<file path="src/rtl/pbe_consts.svh">
// Timing, width and field constants of the parallel block encoder
`ifndef PBE_CONSTS_SVH
`define PBE_CONSTS_SVH

// ----------------------------------------------------------------------------
// Symbol and code geometry
// ----------------------------------------------------------------------------
`define PBE_SYM_W 16
`define PBE_MSG_W 12
`define PBE_DATA_SYMS 28
`define PBE_CODE_SYMS 30
`define PBE_PAR_W 36
`define PBE_LAT 4
`define PBE_GEN_POLY 36'h0_0000_0c01

// ----------------------------------------------------------------------------
// Parity packing: upper and middle slices go to the two parity symbols,
// the lowest nibble rides in the don't-care bits of the last data symbol
// ----------------------------------------------------------------------------
`define PBE_PAR_HI_MSB 35
`define PBE_PAR_HI_LSB 20
`define PBE_PAR_MID_MSB 19
`define PBE_PAR_MID_LSB 4
`define PBE_PAR_LO_MSB 3

// ----------------------------------------------------------------------------
// Source pacing, in clocks from one start pulse to the next
// ----------------------------------------------------------------------------
`define PBE_START_B2B 34
`define PBE_START_GAP_MIN 39
`define PBE_CNT_W 6

`endif

</file>
<file path="src/rtl/pbe_pkg.sv">
// Types shared by both ends of the parallel block encoder
`default_nettype none

package pbe_pkg;

    // ------------------------------------------------------------------------
    // Input side state of the encoder
    // ------------------------------------------------------------------------
    typedef enum logic [0:0] {
        PBE_IN_IDLE,
        PBE_IN_LOAD
    } pbe_in_state_type;

    // ------------------------------------------------------------------------
    // State of the upstream source
    // ------------------------------------------------------------------------
    typedef enum logic [1:0] {
        PBE_SRC_IDLE,
        PBE_SRC_SEND,
        PBE_SRC_WAIT
    } pbe_src_state_type;

endpackage : pbe_pkg

`default_nettype wire

</file>
<file path="src/rtl/pbe_if.sv">
// Link between the block source and the encoder
`timescale 1ns/1ns
`default_nettype none
`include "pbe_consts.svh"

interface pbe_if;
    logic start;
    logic [`PBE_SYM_W-1:0] data;
    logic [`PBE_SYM_W-1:0] code;
    logic code_ce;

    // Encoder end
    modport enc (
        input start,
        input data,
        output code,
        output code_ce
    );

    // Upstream source and downstream sink end
    modport src (
        output start,
        output data,
        input code,
        input code_ce
    );
endinterface : pbe_if

`default_nettype wire

</file>
<file path="src/rtl/pbe_parity.sv">
// Parity accumulator: remainder of the message modulo the generator
`timescale 1ns/1ns
`default_nettype none
`include "pbe_consts.svh"

module pbe_parity #(
    parameter int PAR_W = `PBE_PAR_W,
    parameter int MSG_W = `PBE_MSG_W,
    parameter logic [PAR_W-1:0] GEN_POLY = `PBE_GEN_POLY
) (
    input wire logic clk_i,
    input wire logic rstn_i,
    input wire logic clr_i,
    input wire logic en_i,
    input wire logic [MSG_W-1:0] msg_i,
    output logic [PAR_W-1:0] par_o,
    output logic [PAR_W-1:0] par_nxt_o
);

    // ------------------------------------------------------------------------
    // One symbol of message bits, MSB first, through the divider
    // ------------------------------------------------------------------------
    function automatic logic [PAR_W-1:0] pbe_div_step(
        input logic [PAR_W-1:0] rem,
        input logic [MSG_W-1:0] msg
    );
        logic [PAR_W-1:0] r;
        logic fb;
        r = rem;
        for (int i = MSG_W - 1; i >= 0; i--) begin
            fb = msg[i] ^ r[PAR_W-1];
            r = {r[PAR_W-2:0], 1'b0} ^ (fb ? GEN_POLY : '0);
        end
        return r;
    endfunction : pbe_div_step

    // Clearing and loading in one cycle starts a block from a zero remainder
    always_comb begin
        par_nxt_o = pbe_div_step(clr_i ? '0 : par_o, msg_i);
    end

    // Remainder register, asynchronously cleared
    always_ff @(posedge clk_i or negedge rstn_i) begin
        if (!rstn_i) begin
            par_o <= '0;
        end else if (en_i) begin
            par_o <= par_nxt_o;
        end else if (clr_i) begin
            par_o <= '0;
        end
    end

endmodule : pbe_parity

`default_nettype wire

</file>
<file path="src/rtl/pbe_encoder.sv">
// Encoder end: passes data through and appends the parity symbols
`timescale 1ns/1ns
`default_nettype none
`include "pbe_consts.svh"

// ----------------------------------------------------------------------------
// Function
// - Clear forces all state immediately, holds
// - All state on rising edge, one clock
// - Start strobe begins a new encoding run
// - Source pulses start exactly one cycle
// - First symbol arrives cycle after start
// - One symbol per clock, 28 per block
// - Only 12 MSBs enter the parity
// - Append 36 parity bits, 30 symbols
// - Data passes unchanged except last symbol's low nibble
// - Parity symbols follow the last data
// - Four clocks from input to output
// - Output valid high exactly 30 cycles
// - Back-to-back start aligns with last parity
// - Otherwise start five clocks after parity
// - Input block gap rules, continuous or not
// ----------------------------------------------------------------------------

module pbe_encoder #(
    parameter int SYM_W = `PBE_SYM_W,
    parameter int MSG_W = `PBE_MSG_W,
    parameter int DATA_SYMS = `PBE_DATA_SYMS,
    parameter int PAR_W = `PBE_PAR_W,
    parameter int LAT = `PBE_LAT,
    parameter logic [PAR_W-1:0] GEN_POLY = `PBE_GEN_POLY
) (
    input wire logic clk_i,
    input wire logic rstn_i,
    pbe_if.enc lnk,
    output logic busy_o,
    output logic blk_done_o
);

    // ------------------------------------------------------------------------
    // Declarations
    // ------------------------------------------------------------------------
    localparam int CNT_W = `PBE_CNT_W;
    localparam logic [CNT_W-1:0] LAST_IDX = CNT_W'(DATA_SYMS - 1);
    localparam int DLY = LAT - 1;

    pbe_pkg::pbe_in_state_type in_state_r;
    logic [CNT_W-1:0] in_cnt_r;
    logic in_vld;
    logic in_last;
    logic [PAR_W-1:0] par_cur;
    logic [PAR_W-1:0] par_nxt;
    logic [PAR_W-1:0] par_hold_r;
    logic [SYM_W-1:0] dly_data_r [DLY];
    logic dly_vld_r [DLY];
    logic dly_last_r [DLY];
    logic [1:0] par_step_r;
    logic [SYM_W-1:0] code_r;
    logic code_ce_r;
    logic busy_r;
    logic done_r;

    // ------------------------------------------------------------------------
    // Input sequencing
    // ------------------------------------------------------------------------

    // A symbol is taken on every clock of a loading run
    assign in_vld = (in_state_r == pbe_pkg::PBE_IN_LOAD);
    assign in_last = in_vld && (in_cnt_r == LAST_IDX);

    // Start wins over a run in progress, so a late strobe never gets lost
    always_ff @(posedge clk_i or negedge rstn_i) begin
        if (!rstn_i) begin
            in_state_r <= pbe_pkg::PBE_IN_IDLE;
            in_cnt_r <= '0;
        end else begin
            case (in_state_r)
                pbe_pkg::PBE_IN_IDLE: begin
                    in_cnt_r <= '0;
                    if (lnk.start) begin
                        in_state_r <= pbe_pkg::PBE_IN_LOAD;
                    end
                end
                pbe_pkg::PBE_IN_LOAD: begin
                    if (lnk.start) begin
                        in_cnt_r <= '0;
                    end else if (in_last) begin
                        in_state_r <= pbe_pkg::PBE_IN_IDLE;
                        in_cnt_r <= '0;
                    end else begin
                        in_cnt_r <= in_cnt_r + CNT_W'(1);
                    end
                end
                default: begin
                    in_state_r <= pbe_pkg::PBE_IN_IDLE;
                    in_cnt_r <= '0;
                end
            endcase
        end
    end

    // ------------------------------------------------------------------------
    // Parity unit
    // ------------------------------------------------------------------------

    // Low bits of each symbol never reach the divider
    pbe_parity #(
        .PAR_W(PAR_W),
        .MSG_W(MSG_W),
        .GEN_POLY(GEN_POLY)
    ) u_parity (
        .clk_i(clk_i),
        .rstn_i(rstn_i),
        .clr_i(lnk.start),
        .en_i(in_vld),
        .msg_i(lnk.data[SYM_W-1 -: MSG_W]),
        .par_o(par_cur),
        .par_nxt_o(par_nxt)
    );

    // Snapshot on the last symbol frees the divider for the next block
    always_ff @(posedge clk_i or negedge rstn_i) begin
        if (!rstn_i) begin
            par_hold_r <= '0;
        end else if (in_last) begin
            par_hold_r <= par_nxt;
        end
    end

    // ------------------------------------------------------------------------
    // Data delay line, output flop makes the last stage
    // ------------------------------------------------------------------------
    genvar g;
    generate
        for (g = 0; g < DLY; g++) begin : g_dly
            if (g == 0) begin : g_head
                // First stage samples the link; no stage below it to index
                always_ff @(posedge clk_i or negedge rstn_i) begin
                    if (!rstn_i) begin
                        dly_data_r[g] <= '0;
                        dly_vld_r[g] <= 1'b0;
                        dly_last_r[g] <= 1'b0;
                    end else begin
                        dly_data_r[g] <= lnk.data;
                        dly_vld_r[g] <= in_vld;
                        dly_last_r[g] <= in_last;
                    end
                end
            end else begin : g_tail
                // Later stages shift the previous one
                always_ff @(posedge clk_i or negedge rstn_i) begin
                    if (!rstn_i) begin
                        dly_data_r[g] <= '0;
                        dly_vld_r[g] <= 1'b0;
                        dly_last_r[g] <= 1'b0;
                    end else begin
                        dly_data_r[g] <= dly_data_r[g-1];
                        dly_vld_r[g] <= dly_vld_r[g-1];
                        dly_last_r[g] <= dly_last_r[g-1];
                    end
                end
            end
        end
    endgenerate

    // ------------------------------------------------------------------------
    // Output mux: data symbols, then the two parity symbols
    // ------------------------------------------------------------------------

    // Parity step 1 and 2 follow the last data symbol directly
    always_ff @(posedge clk_i or negedge rstn_i) begin
        if (!rstn_i) begin
            par_step_r <= 2'h0;
        end else if (dly_last_r[DLY-1]) begin
            par_step_r <= 2'h1;
        end else if (par_step_r == 2'h1) begin
            par_step_r <= 2'h2;
        end else begin
            par_step_r <= 2'h0;
        end
    end

    // The lowest parity nibble uses the ignored low bits of the last symbol,
    // since two full symbols only carry 32 of the 36 parity bits
    always_ff @(posedge clk_i or negedge rstn_i) begin
        if (!rstn_i) begin
            code_r <= '0;
            code_ce_r <= 1'b0;
        end else if (dly_vld_r[DLY-1]) begin
            code_r <= dly_data_r[DLY-1];
            if (dly_last_r[DLY-1]) begin
                code_r[`PBE_PAR_LO_MSB:0] <= par_hold_r[`PBE_PAR_LO_MSB:0];
            end
            code_ce_r <= 1'b1;
        end else if (par_step_r == 2'h1) begin
            code_r <= par_hold_r[`PBE_PAR_HI_MSB:`PBE_PAR_HI_LSB];
            code_ce_r <= 1'b1;
        end else if (par_step_r == 2'h2) begin
            code_r <= par_hold_r[`PBE_PAR_MID_MSB:`PBE_PAR_MID_LSB];
            code_ce_r <= 1'b1;
        end else begin
            code_r <= '0;
            code_ce_r <= 1'b0;
        end
    end

    // ------------------------------------------------------------------------
    // User-side status
    // ------------------------------------------------------------------------

    // Busy spans input run, delay line and parity symbols
    always_ff @(posedge clk_i or negedge rstn_i) begin
        if (!rstn_i) begin
            busy_r <= 1'b0;
            done_r <= 1'b0;
        end else begin
            busy_r <= in_vld || lnk.start || dly_vld_r[0] || dly_vld_r[DLY-1]
                || (par_step_r != 2'h0) || code_ce_r;
            done_r <= (par_step_r == 2'h2);
        end
    end

    assign lnk.code = code_r;
    assign lnk.code_ce = code_ce_r;
    assign busy_o = busy_r;
    assign blk_done_o = done_r;

    // Note: the parity remainder par_cur is only seen through par_nxt
    // and the snapshot; it is kept as a port for visibility in waves
    logic unused_par;
    assign unused_par = ^par_cur;

endmodule : pbe_encoder

`default_nettype wire

</file>
<file path="src/flat_wrapper.sv">
// flat-port wrapper written by rule: the top's interface ports become plain ports
module pbe_encoder_flat 
#(
    parameter int SYM_W = `PBE_SYM_W,
    parameter int MSG_W = `PBE_MSG_W,
    parameter int DATA_SYMS = `PBE_DATA_SYMS,
    parameter int PAR_W = `PBE_PAR_W,
    parameter int LAT = `PBE_LAT,
    parameter logic [PAR_W-1:0] GEN_POLY = `PBE_GEN_POLY
)
  (clk_i, rstn_i, busy_o, blk_done_o, lnk_start, lnk_data, lnk_code, lnk_code_ce);
  pbe_if lnk_i ();
  input wire logic clk_i;
  input wire logic rstn_i;
  output logic busy_o;
  output logic blk_done_o;
  input wire logic [$bits(lnk_i.start)-1:0] lnk_start;
  input wire logic [$bits(lnk_i.data)-1:0] lnk_data;
  output wire logic [$bits(lnk_i.code)-1:0] lnk_code;
  output wire logic [$bits(lnk_i.code_ce)-1:0] lnk_code_ce;
  assign lnk_i.start = lnk_start;
  assign lnk_i.data = lnk_data;
  assign lnk_code = lnk_i.code;
  assign lnk_code_ce = lnk_i.code_ce;
  pbe_encoder #(.SYM_W(SYM_W), .MSG_W(MSG_W), .DATA_SYMS(DATA_SYMS), .PAR_W(PAR_W), .LAT(LAT), .GEN_POLY(GEN_POLY)) u_core (.clk_i(clk_i), .rstn_i(rstn_i), .lnk(lnk_i), .busy_o(busy_o), .blk_done_o(blk_done_o));
endmodule
</file>
<file path="config.mk">
export PLATFORM = sky130hd
export DESIGN_NAME = pbe_encoder_flat
export DESIGN_NICKNAME = d
export VERILOG_FILES = /design/src/rtl/pbe_pkg.sv /design/src/rtl/pbe_if.sv /design/src/rtl/pbe_parity.sv /design/src/rtl/pbe_encoder.sv /design/src/flat_wrapper.sv
export VERILOG_INCLUDE_DIRS = /design/src /design/src/rtl
export SDC_FILE = /design/constraint.sdc
export NUM_CORES = 1
export LEC_CHECK = 0
export BUFFER_PORTS_ARGS = -buffer_cell sky130_fd_sc_hd__clkbuf_2
export CAP_MARGIN = 10
export CORE_MARGIN = 5
export CORE_UTILIZATION = 50
export DETAILED_ROUTE_END_ITERATION = 8
export GPL_ROUTABILITY_DRIVEN = 1
export GPL_TIMING_DRIVEN = 1
export PLACE_DENSITY = 0.72
export SETUP_SLACK_MARGIN = 0.05
export SLEW_MARGIN = 20
export SYNTH_ARGS = -nofsm -noshare
export SYNTH_HDL_FRONTEND = slang
export SYNTH_SLANG_ARGS = --single-unit
</file>
<file path="constraint.sdc">
create_clock -name clk_i -period 1.8 [get_ports clk_i]
set_clock_uncertainty 0.2 [all_clocks]
set_input_delay 0.09 -clock clk_i [delete_from_list [all_inputs] [get_ports clk_i]]
set_output_delay 0.09 -clock clk_i [all_outputs]
set_load 0.02 [all_outputs]
</file>
After elaboration in Yosys (flattened, before gate mapping)

Index checks and enable logic that the tools add are counted.

Register bits after elaboration: 154
Latch bits: 0
Memory bits (writable): 0
Memory bits (read-only): 0
Bits of input ports: 19
Memories kept: 0

Add/sub/neg operators: 1
Multipliers: 0
Div/mod/pow operators: 0
Magnitude comparators: 0
Equality and inequality tests: 3
Shifts and indexed selects: 0
Multiplexer cells: 30
Bitwise gates (word level): 25
Reductions and logical operators: 7

Operators with widths:

| cell                                                            | number |
|---|---|
| 36-bit by 12-bit bitwise XOR with 36-bit output                 | 12 |
| 12-bit 2-to-1 mux                                               | 12 |
| 36-bit 2-to-1 mux                                               | 2 |
| 16-bit 2-to-1 mux                                               | 3 |
| 6-bit 2-to-1 mux                                                | 2 |
| 6-bit case mux with 2 select lines                              | 1 |
| 1-bit bitwise XOR                                               | 12 |
| 6-bit by 1-bit adder with 6-bit output, second input constant   | 1 |
| 6-bit by 5-bit == test with 1-bit output, second input constant | 1 |
| 1-bit 2-to-1 mux                                                | 6 |
| 1-bit logical OR                                                | 5 |
| 2-bit 2-to-1 mux                                                | 2 |
| 4-bit 2-to-1 mux                                                | 1 |
| 2-bit by 1-bit == test with 1-bit output, second input constant | 1 |
| 2-bit == test, second input constant                            | 1 |
| 1-bit case mux with 2 select lines                              | 1 |
| 2-bit nonzero test                                              | 1 |
| 1-bit logical AND                                               | 1 |
| 1-bit inverter                                                  | 1 |

Logic depth before layout (Yosys ltp)

Depth in word-level cells: 38
Depth in mapped cells: 8

Cells and area by module

Synthesis repeated with hierarchy kept, for this count alone.

Cell total of the unflattened synthesis: 487
Area, all modules: 6273.5 um^2

Modules (own cells, without submodules):

| module      | instances | cells an instance | area an instance (um^2) | seq. area each (um^2) |
|---|---|---|---|---|
| pbe_encoder | 1         | 261               | 4027.6                  | 2952.8 |
| pbe_parity  | 1         | 226               | 2245.9                  | 900.9 |

Least setup slack after synthesis

No wires, ideal clock.

Kind: register to register
Start: register u_core.in_cnt_r[0]
End: register u_core.par_hold_r[29]
Library setup time: 83 ps
Arrival: 1443 ps
Data required time: 1517 ps
Slack: 74 ps
Cell stages (with the launch flop): 7
Clock period less this slack: 1726 ps
Cells stage by stage: dfrtp_1 -> ha_1 -> nand4_1 -> clkbuf_1 -> clkbuf_1 -> nand2_1 -> o21ai_0

Cells in the longest elaborated chain, start to end: 2

RTL lines:

| item                                     | RTL line           | RTL |
|---|---|---|
| start: declaration                       | pbe_encoder.sv:48  | `logic [CNT_W-1:0] in_cnt_r;` |
| start signal: assignment                 | pbe_encoder.sv:91  | `in_cnt_r <= in_cnt_r + CNT_W'(1);` |
| 6-bit by 5-bit == test with 1-bit output | pbe_encoder.sv:69  | `assign in_last = in_vld && (in_cnt_r == LAST_IDX);` |
| 1-bit logical AND                        | pbe_encoder.sv:69  |  |
| end signal: assignment                   | pbe_encoder.sv:126 | `par_hold_r <= par_nxt;` |
| end: declaration                         | pbe_encoder.sv:53  | `logic [PAR_W-1:0] par_hold_r;` |

No other way between the ends.
A chain may end at the register's enable or synchronous reset.

Final worst setup path

Start: input port lnk_start
End: register u_core.par_hold_r[11]

Cells in the longest elaborated chain, start to end: 15

RTL lines:

| item                                                                                 | RTL line                           | RTL |
|---|---|---|
| start: declaration                                                                   | flat_wrapper.sv:17                 | `input wire logic [$bits(lnk_i.start)-1:0] lnk_start;` |
| 36-bit 2-to-1 mux *                                                                  | pbe_parity.sv:39                   | `par_nxt_o = pbe_div_step(clr_i ? '0 : par_o, msg_i);` |
| 1-bit bitwise XOR or 36-bit by 12-bit bitwise XOR with 36-bit output (tied branches) | pbe_parity.sv:31, pbe_parity.sv:32 |  |
| 12-bit 2-to-1 mux or 36-bit by 12-bit bitwise XOR with 36-bit output (tied branches) | pbe_parity.sv:32                   | `r = {r[PAR_W-2:0], 1'b0} ^ (fb ? GEN_POLY : '0);` |
| 36-bit by 12-bit bitwise XOR with 36-bit output * (12 in a row)                      | pbe_parity.sv:32                   |  |

Mark *: on every way between the ends. The rest lies on a longest branch, timed or not.

==> impl_metrics.yaml <==
sta:
  hold_viol_final: 0
  worst_pin_slew_ps: 613.9
  layout_setup_ws_ps: 54.39
  fin_crit_sh: 0.9698
  rsz0062_at_grt: "yes"
  period_minus_slack_ps: 1746
  slew_violations: 0
  relSlewSlack: 0.5894
  fmax_mhz: 572.9
  setup_viol: 0
clocking:
  cts_buffers: 17
  root_buffer: "clkbuf_16"
  cts_buffer_depth: 2
  cts-htree-levels: 4
  cts.sinks: 154
  cts_tree: "done"
  clock_latency_ps: 420
  clk_transition_reported_paths_ps: 60
worst_setup_path:
  crit_type: "in -> reg"
  r2r_cells: 5
  crit_fanout: 7
  cp-end-kind: "flip-flop"
  required_ps: 1910
  crit_arrival_ps: 1850
  crit_path_start_kind: "input pin"
power_and_ir_drop:
  power.switching_mw: 2.238
  netSwitchingFraction: 0.2517
  p_total_mw: 8.891
  ir_worst_vdd_uv: 728.6
  p_seq_frac: 0.445
  p_leak_nw: 3.598
  intPower_mw: 6.653
  power.density_nw_per_um2: 1173
  combPwrFrac: 0.147
  pwr-share-clk: 0.408
cells_and_area:
  final_nets: 642
  layout_commonest_cell: "dfrtp_1"
  drive_gt1_frac: 0.1630
  stdcell_count: 800
  fill_cells: 952
  utilization: 0.6256
  diodes: 0
  area.growth.synth_to_final_pct: 21.39
  final_cell_mix: "dfrtp_1, nand2_1, nor2_1"
placed_design:
  dpl_worst_slack_ps: 62.00
  placedCellCount: 745
  routabilityCongestion: 0.8299
  port_buffers: 37
  dp_hpwl_mm: 8.640
job:
  drv_cap: 0
logic_synthesis:
  netlist_instances: 559
  yosys_warnings: 0
  synth.distinct_cells: 36
  synth_area_per_cell_um2: 11.17
  ys_seq_area_frac: 0.6174
  ys_ff_latch: 154
  synth-async-reset-ratio: 1.000
  synth_nets: 582
  ys.flop_type: "dfrtp_1"
  synth_edf_count: 0
  synth_area_um2: 6242
status:
  status: "finished clean"
detailed_routing:
  routedWlPerCell_um: 16.39
  drt_pass1_iterations: 5
  post-route-drc-count: 0
  drt-total-wl_mm: 13.12
  routed-via-count: 4100
  ant_nets: 0
  viasPerCell: 5.125
  drt_iter0_markers: 345
worst_hold_path:
  hold_class: "in -> async"
floorplan:
  initial_utilization: 0.5154
  die_area_um2: 14820
  ioPinCount: 38
  die_x_um: 121.7
  rows: 40
  core_um2: 12110
  dieHeight_um: 121.7
grt:
  grt_pass1_wl_mm: 22.07
  antenna_found_initial: 0
  grt_usage: 0.1959
  grt_max_degree: 66
  grt_overflow: 0
  grt_pass1_vias: 4275
## worst max-delay path: stages
cell	delay, ps
dlygate4sd3_1	520
buf_4	130
clkinvlp_4	140
buf_4	190
nand2_1	90
xor3_1	410
mux2_4	270
## flip-flops by register name, summed over array words and instances, names as in the netlist
signal and flops:
u_core.busy_o 1, u_core.dly_vld_r 3, u_core.par_hold_r 36, u_core.u_parity.par_o 36
u_core.dly_last_r 3, u_core.in_cnt_r 6, u_core.par_step_r 2, u_core.in_state_r 1
u_core.blk_done_o 1, u_core.lnk.code_ce 1, u_core.lnk.code 16, u_core.dly_data_r 48
## layout make-up
| class | instances | area (µm²) | share of cell area |
|---|---|---|---|
| Multi-Input combinational cell | 360 | 2246 | 0.2964 |
| Clock buffer | 21 | 460.4 | 0.06077 |
| Timing Repair Buffer | 81 | 636.9 | 0.08405 |
| Inverter | 5 | 22.52 | 0.002972 |
| Sequential cell | 154 | 3856 | 0.5089 |
| Clock inverter | 11 | 145.1 | 0.01915 |
| Tap cell | 168 | 210.2 | 0.02774 |
## cell families after synthesis
logic type,after synthesis,synth area share
xor+xnor,52,0.09982
compound gates,91,0.07938
mux,29,0.04750
flops,154,0.6174
buf+inv,45,0.02746
fa+ha+maj,4,0.008018
simple gates,184,0.1205
## timing repair
item / CTS / global route
setup buffers: 0 / 3
resized for setup: 1 / 15
gates cloned: 0 / 0
pin swaps: 0 / 5
hold endpoints to repair: 206 / 1
setup endpoints to repair: 1 / 24
hold buffers: 19 / 1
## through the flow
| step | setup TNS [ps] | area (µm²) | hold slack (ps) |
|---|---|---|---|
| 6_report | 0 | 7577 | 33.44 |
| 5_1_grt | -0.8775 | 7577 | 56.91 |
| 4_1_cts | 0 | 7502 | 21.98 |
| 3_5_place_dp | 0 | 6699 | -267.2 |
| 3_3_place_gp | 0 | 6699 | -268.2 |
| 2_1_floorplan | 0 | 6242 | -405.6 |
## Yosys cell counts, types with 11 or more instances
cell type / instances / share of area
mux2i_1: 27 / 0.043
nor2b_1: 11 / 0.011
o21ai_0: 46 / 0.037
clkbuf_1: 25 / 0.015
buf_1: 13 / 0.0078
dfrtp_1: 154 / 0.62
a21oi_1: 26 / 0.021
xnor2_1: 27 / 0.038
nand2_1: 102 / 0.061
o22ai_1: 11 / 0.011
nor2_1: 58 / 0.035
xor2_1: 13 / 0.018
## path summary, 6_finish.rpt
check | start | to | slack [ps]
min in group clk_i | lnk_data[2] | u_core.dly_data_r[34]$_DFF_PN0_ | 130
max in group asynchronous | rstn_i | u_core.lnk.code[0]$_DFF_PN0_ | 360
min reg2reg | u_core.dly_data_r[37]$_DFF_PN0_ | u_core.dly_data_r[21]$_DFF_PN0_ | 140
max reg2reg | u_core.u_parity.par_o[24]$_DFF_PN0_ | u_core.u_parity.par_o[11]$_DFF_PN0_ | 70
min | rstn_i | u_core.par_hold_r[20]$_DFFE_PN0P_ | 30
max | lnk_start | u_core.par_hold_r[11]$_DFFE_PN0P_ | 50
## power by group through the flow
stage / Clock, mW / Combinational (mW) / Sequential, mW
2_1_floorplan: 0 / 0.823 / 3.97
3_3_place_gp: 0 / 1.17 / 3.99
3_5_place_dp: 0 / 1.22 / 4.00
4_1_cts: 3.67 / 1.27 / 3.95
5_1_grt: 3.82 / 1.43 / 3.99
6_report: 3.63 / 1.30 / 3.96
## per-layer routing
metal  track usage  vias to the layer above  part of all wire
met5             0                        -                 0
met2        0.3105                      116              0.49
met4       0.07213                        0             0.018
met3       0.05478                       17             0.063
met1        0.2594                     2007              0.43
li1              -                     1960                 -
Note: power is estimated with default switching activity, not from simulation.
